$ cat src/hdl/standby_pkg.sv
// shared types and constants for the standby mode controller
`default_nettype none
package standby_pkg;

  // low-power state requested by the core
  typedef enum logic [1:0] {
    REQ_NONE,
    REQ_HALT,
    REQ_HOLD,
    REQ_XHOLD
  } standbyReq_t;

  // detection kinds for external lines a and b
  typedef enum logic [2:0] {
    DET_RISE,
    DET_FALL,
    DET_HIGH,
    DET_LOW,
    DET_BOTH
  } detKind_t;

  // oscillator run controls, one bit per source
  typedef struct packed {
    logic ceramicRun;
    logic slowRcRun;
    logic medRcRun;
    logic varRcRun;
    logic crystalRun;
  } oscCtl_t;

  // wake sources as seen by the block
  typedef struct packed {
    logic extResetLow;
    logic lvdReset;
    logic wdtReset;
    logic irqAccepted;
    logic lineA;
    logic lineB;
    logic lineC;
    logic lineE;
    logic lineF;
    logic port0Irq;
    logic baseTimerIrq;
  } wakeSrc_t;

  // oscillator state after reset: everything stopped but slow rc
  localparam oscCtl_t OSC_RESET = '{
    ceramicRun: 1'b0, slowRcRun: 1'b1, medRcRun: 1'b0,
    varRcRun: 1'b0, crystalRun: 1'b0};

endpackage : standby_pkg
`default_nettype wire

$ cat src/hdl/standby_mode_controller.sv
// standby mode controller: halt, deep suspend and crystal-retaining suspend
`default_nettype none
module standby_mode_controller
  import standby_pkg::*;
(
  input  wire logic        clk,            // 40 MHz system clock
  input  wire logic        rst_n,          // async reset, active low
  input  wire standbyReq_t entryReq,       // core entry request, same domain
  input  wire oscCtl_t     oscCmd,         // software oscillator settings
  input  wire logic        crystalSelected,// crystal is the chosen source
  input  wire logic        wdtSlowRcCtl,   // watchdog keeps slow rc running in both suspends
  input  wire detKind_t    lineADet,       // detection kind, line a
  input  wire detKind_t    lineBDet,       // detection kind, line b
  input  wire wakeSrc_t    wakeRaw,        // wake sources from pins/logic
  output var oscCtl_t      oscRun,         // oscillator run enables
  output logic             cpuHalted,      // instruction execution stopped
  output logic             periphStopped,  // peripheral clocks gated
  output logic             baseTimerRun,   // base timer clock enabled
  output logic             resumeIrq,      // pulse: resume via interrupt
  output logic             resetRequest    // pulse: take reset sequence
);

  typedef enum {ST_RUN, ST_HALT, ST_HOLD, ST_XHOLD} mode_t;

  // two-stage synchronisers for outside wake sources
  wakeSrc_t wakeMeta_q;                     // first stage, read only by second
  wakeSrc_t wake_q;                         // synchronised sources
  mode_t    mode_q, mode_d;                 // current standby state
  logic     lineAWake, lineBWake;           // qualified lines a and b
  logic     anyReset;                       // any system reset cause
  logic     suspendIrq;                     // suspend-capable interrupt
  logic     wakeIrq, wakeRst;               // wake decision of this cycle
  logic     crystalAtEntry_q;               // crystal state latched on entry

  // synchronise wake inputs
  always_ff @(posedge clk or negedge rst_n) begin
    if (!rst_n) begin
      wakeMeta_q <= '0;
      wake_q     <= '0;
    end else begin
      wakeMeta_q <= wakeRaw;
      wake_q     <= wakeMeta_q;
    end
  end

  // lines a and b only qualify for suspend wake in level mode
  always_comb begin
    // edge kinds and the unsupported both-edge code never wake a suspend
    lineAWake = wake_q.lineA
                && (lineADet == DET_HIGH || lineADet == DET_LOW);
    lineBWake = wake_q.lineB
                && (lineBDet == DET_HIGH || lineBDet == DET_LOW);
    anyReset  = wake_q.extResetLow || wake_q.lvdReset || wake_q.wdtReset;
    suspendIrq = lineAWake || lineBWake || wake_q.lineC || wake_q.lineE
                 || wake_q.lineF || wake_q.port0Irq;
  end

  // wake decision per state
  always_comb begin
    wakeRst = 1'b0;
    wakeIrq = 1'b0;
    case (mode_q)
      ST_HALT: begin
        wakeRst = anyReset;
        wakeIrq = !anyReset && wake_q.irqAccepted;
      end
      ST_HOLD: begin
        wakeRst = anyReset;
        wakeIrq = !anyReset && suspendIrq;
      end
      ST_XHOLD: begin
        wakeRst = anyReset;
        wakeIrq = !anyReset && (suspendIrq
                  || (wake_q.baseTimerIrq && crystalSelected));
      end
      default: begin
        wakeRst = 1'b0;
        wakeIrq = 1'b0;
      end
    endcase
  end

  // next state
  always_comb begin
    mode_d = mode_q;
    case (mode_q)
      ST_RUN: begin
        case (entryReq)
          REQ_HALT:  mode_d = ST_HALT;
          REQ_HOLD:  mode_d = ST_HOLD;
          REQ_XHOLD: mode_d = ST_XHOLD;
          default:   mode_d = ST_RUN;
        endcase
      end
      ST_HALT, ST_HOLD, ST_XHOLD: begin
        if (wakeRst || wakeIrq) mode_d = ST_RUN;
      end
      default: mode_d = ST_RUN;
    endcase
  end

  // state register
  always_ff @(posedge clk or negedge rst_n) begin
    if (!rst_n) mode_q <= ST_RUN;
    else        mode_q <= mode_d;
  end

  // crystal run state captured at crystal-suspend entry
  always_ff @(posedge clk or negedge rst_n) begin
    if (!rst_n) crystalAtEntry_q <= 1'b0;
    else if (mode_q == ST_RUN && mode_d == ST_XHOLD)
      crystalAtEntry_q <= oscCmd.crystalRun;
  end

  // oscillator enables
  always_ff @(posedge clk or negedge rst_n) begin
    if (!rst_n) oscRun <= OSC_RESET;
    else begin
      case (mode_d)
        ST_HOLD: begin
          oscRun            <= '0;
          oscRun.slowRcRun  <= wdtSlowRcCtl;
        end
        ST_XHOLD: begin
          oscRun            <= '0;
          oscRun.slowRcRun  <= wdtSlowRcCtl;
          oscRun.crystalRun <= (mode_q == ST_XHOLD) ? crystalAtEntry_q
                               : oscCmd.crystalRun;
        end
        // halt and run follow software settings untouched
        default: oscRun <= oscCmd;
      endcase
    end
  end

  // execution and peripheral gating
  always_ff @(posedge clk or negedge rst_n) begin
    if (!rst_n) begin
      cpuHalted     <= 1'b0;
      periphStopped <= 1'b0;
      baseTimerRun  <= 1'b1;
    end else begin
      cpuHalted     <= (mode_d != ST_RUN);
      periphStopped <= (mode_d == ST_HOLD) || (mode_d == ST_XHOLD);
      baseTimerRun  <= (mode_d != ST_HOLD);
    end
  end

  // wake outcome pulses
  always_ff @(posedge clk or negedge rst_n) begin
    if (!rst_n) begin
      resumeIrq    <= 1'b0;
      resetRequest <= 1'b0;
    end else begin
      resumeIrq    <= wakeIrq;
      resetRequest <= wakeRst;
    end
  end

  // assertions
  a_halt_osc_kept: assert property (@(posedge clk) disable iff (!rst_n)
    mode_q == ST_HALT && $past(mode_q) == ST_HALT |-> oscRun == $past(oscCmd))
    else $error("halt changed oscillators");
  a_hold_osc_off: assert property (@(posedge clk) disable iff (!rst_n)
    mode_q == ST_HOLD |-> !oscRun.ceramicRun && !oscRun.crystalRun
      && !oscRun.medRcRun && !oscRun.varRcRun)
    else $error("hold left an oscillator on");
  a_halt_irq_wake: assert property (@(posedge clk) disable iff (!rst_n)
    mode_q == ST_HALT && wake_q.irqAccepted && !anyReset |=> mode_q == ST_RUN && resumeIrq)
    else $error("halt missed interrupt wake");
  a_reset_wake: assert property (@(posedge clk) disable iff (!rst_n)
    mode_q != ST_RUN && anyReset |=> resetRequest && mode_q == ST_RUN)
    else $error("reset did not wake");
  a_edge_no_wake: assert property (@(posedge clk) disable iff (!rst_n)
    mode_q == ST_HOLD && !anyReset && !lineBWake && !wake_q.lineC && !wake_q.lineE
      && !wake_q.lineF && !wake_q.port0Irq && lineADet inside {DET_RISE, DET_FALL}
      |=> mode_q == ST_HOLD)
    else $error("edge line woke suspend");
  a_port0_wake: assert property (@(posedge clk) disable iff (!rst_n)
    (mode_q == ST_HOLD || mode_q == ST_XHOLD) && wake_q.port0Irq |=> mode_q == ST_RUN)
    else $error("port 0 did not wake");
  a_base_timer_wake: assert property (@(posedge clk) disable iff (!rst_n)
    mode_q == ST_XHOLD && !anyReset && !suspendIrq && wake_q.baseTimerIrq
      |=> (mode_q == ST_RUN) == $past(crystalSelected))
    else $error("base timer wake wrong");
  a_xhold_periph: assert property (@(posedge clk) disable iff (!rst_n)
    mode_q == ST_XHOLD |-> cpuHalted && periphStopped && baseTimerRun)
    else $error("crystal suspend gating wrong");
  a_xhold_crystal: assert property (@(posedge clk) disable iff (!rst_n)
    mode_q == ST_XHOLD && $past(mode_q) == ST_XHOLD |-> oscRun.crystalRun == crystalAtEntry_q)
    else $error("crystal state not kept");
  a_slow_rc_wdt: assert property (@(posedge clk) disable iff (!rst_n)
    mode_q inside {ST_HOLD, ST_XHOLD} |-> oscRun.slowRcRun == $past(wdtSlowRcCtl))
    else $error("slow rc not under watchdog");

  c_halt_wake: cover property (@(posedge clk) disable iff (!rst_n)
    mode_q == ST_HALT ##1 resumeIrq);
  c_hold_wake: cover property (@(posedge clk) disable iff (!rst_n)
    mode_q == ST_HOLD ##1 resumeIrq);
  c_xhold_timer: cover property (@(posedge clk) disable iff (!rst_n)
    mode_q == ST_XHOLD && wake_q.baseTimerIrq ##1 resumeIrq);
  c_reset_wake: cover property (@(posedge clk) disable iff (!rst_n)
    mode_q != ST_RUN ##1 resetRequest);

endmodule : standby_mode_controller
`default_nettype wire

$ cat config.mk
export PLATFORM = sky130hd
export DESIGN_NAME = standby_mode_controller
export DESIGN_NICKNAME = d
export VERILOG_FILES = /design/src/hdl/standby_pkg.sv /design/src/hdl/standby_mode_controller.sv
export SDC_FILE = /design/constraint.sdc
export NUM_CORES = 1
export LEC_CHECK = 0
export ABC_AREA = 1
export BUFFER_PORTS_ARGS = -buffer_cell sky130_fd_sc_hd__buf_2
export CAP_MARGIN = 5
export CORE_UTILIZATION = 40
export CTS_BUF_LIST = sky130_fd_sc_hd__clkbuf_16
export CTS_CLUSTER_DIAMETER = 40
export DETAILED_ROUTE_END_ITERATION = 16
export GPL_TIMING_DRIVEN = 0
export PLACE_DENSITY = 0.65
export SLEW_MARGIN = 20
export SYNTH_ARGS = -nofsm -noshare
export SYNTH_HDL_FRONTEND = slang
export SYNTH_SLANG_ARGS = --single-unit
$ cat constraint.sdc
create_clock -name clk -period 1.5 [get_ports clk]
set_input_delay 0.15 -clock clk [delete_from_list [all_inputs] [get_ports clk]]
set_output_delay 0.15 -clock clk [all_outputs]
set_load 0.02 [all_outputs]
# Word level (Yosys, flattened, before mapping)
# Index checks and enable logic that the tools add are counted.
# W data, S select, Z words.
word_totals:
  reg_bits: 65
  output_inout_bits: 10
  elab_cells: 81
classes:
  n_eq_ne: 16
  n_mux: 7
  reduce_logical: 24
op_table:
  columns: ["cell", "n"]
  rows:
  - ["$eq A32 B2 Y1 const B", 4]
  - ["$eq A32 B3 Y1 const B", 3]
  - ["$logic_not A32 Y1", 2]
  - ["$pmux W32 S2", 1]
  - ["$eq A32 B1 Y1 const B", 1]
  - ["$mux W32", 1]
  - ["$ne A32 B3 Y1 const B", 1]
  - ["$reduce_bool A32 Y1", 1]
  - ["$eq A3 B2 Y1 const B", 4]
  - ["$logic_or A1 B1 Y1", 12]
  - ["$pmux W5 S2", 1]
  - ["$logic_and A1 B1 Y1", 7]
  - ["$pmux W2 S3", 1]
  - ["$eq A2 B2 Y1 const B", 2]
  - ["$pmux W1 S3", 1]
  - ["$reduce_or A3 Y1", 1]
  - ["$eq A2 B1 Y1 const B", 1]
  - ["$mux W1", 2]
  - ["$logic_not A1 Y1", 1]

# Depth between registers and ports, before layout
logic_depth:
  depth_word: 16
  mapped_depth: 14
  depth_no_buf: 14

# Worst setup path before layout
# OpenSTA, ideal clock, no wires.
synth_timing:
  kind: "flip-flop to flip-flop"
  from: "register mode_q[19]"
  to: "register cpuHalted"
  setup_time_ps: 124
  arrival_ps: 1431
  required_ps: 1376
  path_slack_ps: -55
  path_stages_with_launch: 11
  period_less_slack_ps: 1555
  path_cell_list: "dfrtp_1 > inv_1 > nand2_1 > nor2_2 > nand2_1 > nor2_4 > nand2_2 > o21ai_0 > a21oi_2 > a21boi_1 > nand2_1"
synth_between:
  elab_chain_cells: 7
synth_rtl:
  columns: ["item", "line_no", "rtl"]
  rows:
  - ["start: declaration", "standby_mode_controller.sv:28", "mode_t mode_q, mode_d;"]
  - ["start signal: assignment", "standby_mode_controller.sv:105", "else mode_q <= mode_d;"]
  - ["$eq A32 B1 Y1 or $eq A32 B2 Y1 (tied branches)", "standby_mode_controller.sv:62, standby_mode_controller.sv:86", null]
  - ["$reduce_or A3 Y1 (no source line)", null, null]
  - ["$mux W1", "standby_mode_controller.sv:62", "case (mode_q)"]
  - ["$logic_or A1 B1 Y1", "standby_mode_controller.sv:96", "if (wakeRst || wakeIrq) mode_d = ST_RUN;"]
  - ["$mux W32", "standby_mode_controller.sv:96", null]
  - ["$pmux W32 S2 *", "standby_mode_controller.sv:86", "case (mode_q)"]
  - ["$reduce_bool A32 Y1 *", "standby_mode_controller.sv:143", "cpuHalted <= (mode_d != ST_RUN);"]
  - ["end signal: assignment", "standby_mode_controller.sv:143", null]
  - ["end: declaration", "standby_mode_controller.sv:16", "output logic cpuHalted,"]
# Mark *: on every way between the ends. The rest lies on a longest branch, timed or not.
# A chain may end at the register's enable or synchronous reset.

# Worst setup path in the final report
layout_timing:
  from: "register mode_q[1]"
  to: "register crystalAtEntry_q"
layout_between:
  elab_chain_cells: 8
layout_rtl:
  columns: ["item", "line_no", "rtl"]
  rows:
  - ["$eq A32 B1 Y1 or $eq A32 B2 Y1 (tied branches)", "standby_mode_controller.sv:62, standby_mode_controller.sv:86", null]
  - ["$reduce_or A3 Y1 (no source line)", null, null]
  - ["$mux W1", "standby_mode_controller.sv:62", null]
  - ["$logic_or A1 B1 Y1", "standby_mode_controller.sv:96", null]
  - ["$mux W32", "standby_mode_controller.sv:96", null]
  - ["$pmux W32 S2", "standby_mode_controller.sv:86", null]
  - ["$eq A32 B3 Y1", "standby_mode_controller.sv:111", "else if (mode_q == ST_RUN && mode_d == ST_XHOLD)"]
  - ["$logic_and A1 B1 Y1 *", "standby_mode_controller.sv:111", null]
  - ["end signal: assignment", "standby_mode_controller.sv:112", "crystalAtEntry_q <= oscCmd.crystalRun;"]
  - ["end: declaration", "standby_mode_controller.sv:33", "logic crystalAtEntry_q;"]
# Marked as above.

==> flow_summary.json <==
{
  "outcome": "finished with violations",
  "violations": "negative setup slack",
  "clk_latency_ps": 320,
  "antennaDiodeCount": 0,
  "fin_worst_skew_ps": 5.58,
  "synth_top_family_by_area": "simple AND/OR/NAND/NOR gates",
  "synthAdderAreaFrac_pct": 0,
  "finalWorstPathRequiredPeriod_ps": 1790,
  "rsz0062_at_grt": "true",
  "yosysTopAreaCell": "dfrtp_1",
  "remaining_drc_errors": 0,
  "dieArea_um2": 5740,
  "ys_ff_latch": 65,
  "drive_gt1_share_pct": 32.7,
  "leakage_nw": 1.56,
  "p_total_mw": 4.29,
  "hold_depth": 3,
  "cts_max_level": 3,
  "syn_to_final_growth_pct": 43.4,
  "drv_cap": 0,
  "synth-seq-area-share_pct": 74.8,
  "power.density_nw_per_um2": 1380,
  "drt_first_pass_iters": 4,
  "synth_xor_area_share_pct": 0,
  "antenna_found_initial": 0,
  "critical_path.max_fanout": 6,
  "reg2regPathDepth": 13,
  "cts-buffers-inserted": 9,
  "synthesis.area_um2": 2180,
  "fp.dieW_um": 75.8,
  "yosysTopAreaCellShare_pct": 72.4,
  "die_height_um": 75.8,
  "grt_overflow": 0,
  "wl_per_cell_um": 9.21,
  "hold_class": "in2reg",
  "avgSynthCellArea_um2": 11.8,
  "layout_common_cells": "dfrtp_1, buf_2, nand2_1, conb_1, nor2_1",
  "tightest_slew_ps": 754,
  "rows": 26,
  "drt-vias-per-instance": 3.99,
  "num_io_pins": 38,
  "crit_type": "reg2reg",
  "worstPathArrival_ps": 2000,
  "vias": 1413,
  "max-slew-margin-rel_pct": 49.8,
  "grt_pass1_vias": 1344,
  "final_nets": 307,
  "place_congestion": 0.730,
  "drtAntennaViolNets": 0,
  "drtIter0Drc": 28,
  "ir_drop_uv": 900,
  "setup_viol": 11,
  "cp-end-kind": "flop",
  "clkSlewWorstSetupHoldPaths_ps": 50,
  "clock-sinks": 65,
  "grt_pass1_wl_um": 5500,
  "grtUsageTotal_pct": 14.1,
  "worstPathRequired_ps": 1710,
  "synth_mux_area_share_pct": 0.517,
  "routed_wl_um": 3260,
  "netlist_top_cells_area": "dfrtp_1, nand2_1, nor2_1",
  "hold_viol": 0,
  "synthSimpleGateAreaFrac_pct": 19.6,
  "place_hpwl_um": 2070,
  "final_common_cell": "dfrtp_1",
  "maxSlewViolCount": 0,
  "root_buffer": "clkbuf_16",
  "synth_compound_area_share_pct": 1.84,
  "synthCells": 184,
  "synth_cell_types": 24,
  "clockBufferDepth": 2,
  "timing.final.crit_share_pct": 119,
  "ys_warn_count": 0,
  "max_freq_ghz": 0.559,
  "grt_max_degree": 66,
  "fin_ws_ps": -290,
  "initial_core_util_pct": 42.1,
  "placed_area_um2": 2560,
  "cts_tree": "built",
  "design_area_um2": 3120,
  "post-place-ws_ps": -239,
  "nFillCells": 434,
  "portBuffers": 35,
  "startpoint_type": "flop",
  "fp.coreArea_um2": 5170
}
## area by class of cell
class	count	area (um^2)	area share, %
Tap cell	70	87.6	2.80
Clock inverter	7	110	3.53
Multi-Input combinational cell	130	641	20.5
Timing Repair Buffer	55	362	11.6
Clock buffer	9	225	7.21
Inverter	18	67.6	2.16
Sequential cell	65	1630	52.2
## metrics by stage
step           std cells  util (%)  hold WS, ps  setup TNS [ps]
5_1_grt              354      60.4         31.9           -3700
2_1_floorplan        213         -         -146           -61.5
4_1_cts              353      59.9         17.9           -1650
3_5_place_dp         318      49.4          259           -1800
6_report             354      60.4         33.1           -2140
3_3_place_gp         318      49.4          258           -1670
## cells in the mapped netlist
cell type,number
nor2_2,4
a21oi_2,1
a21boi_1,1
nor4_1,1
o21ai_0,2
a21oi_1,1
mux2_2,1
inv_1,14
nand2_2,7
nand4_1,5
nand3_1,8
o21ai_2,1
nor2_4,1
conb_1,1
inv_2,3
nand2_1,35
dfstp_2,2
and3b_2,1
clkinv_1,1
nor3_1,1
nor3_2,1
dfrtp_1,63
nor2_1,28
nand3b_1,1
## critical path: stages (launching register included)
cell and delay, ps:
dfrtp_2 410, inv_1 50, nor2_1 80, nand2_1 70, nor2_2 140, nand2_1 100, a21oi_2 160, nor2_1 70
nor2_2 130, nand4_1 140, nand2_4 150, nand3_1 80, nand2_1 60, nand2_1 40
## power breakdown
group          total [mW]  switching (mW)  internal [mW]
Sequential           1.86          0.0216           1.84
Combinational       0.160          0.0906         0.0693
Clock                2.28           0.673           1.60
## registers in the layout, indices dropped and copies added, names as in the netlist
signal,count
oscRun,5
mode_q,32
wake_q,11
baseTimerRun,1
wakeMeta_q,11
periphStopped,1
resumeIrq,1
cpuHalted,1
resetRequest,1
crystalAtEntry_q,1
## cell families after synthesis
group                  count (synthesis)
other                                  1
and+or+nand+nor                       93
DFF                                   65
AOI/OAI and AO/OA                      6
muxes                                  1
buffers and inverters                 18
## final timing paths
path / startpoint / to / slack [ps]
max: mode_q[1]$_DFF_PN0_ / crystalAtEntry_q$_DFFE_PN0P_ / -290
min: oscCmd[3] / oscRun[3]$_DFF_PN1_ / 30
max reg2reg: mode_q[1]$_DFF_PN0_ / crystalAtEntry_q$_DFFE_PN0P_ / -290
min reg2reg: wakeMeta_q[3]$_DFF_PN0_ / wake_q[3]$_DFF_PN0_ / 340
max in group asynchronous: rst_n / mode_q[1]$_DFF_PN0_ / 520
min in group asynchronous: rst_n / mode_q[20]$_DFF_PN0_ / 440
## routing by layer
metal	GRT usage, %	part of all wire [%]
met1	15.0	44
met4	9.26	2.3
met3	5.95	4.2
met2	22.9	49
met5	0	0
## repair_timing
item,CTS,global route
cloned,0,0
setup buffers,7,1
hold endpoints to repair,74,0
setup endpoints to repair,12,12
resized for setup,11,5
hold buffers,12,0
pin swaps,11,3
(Power assumes the default switching activity.)
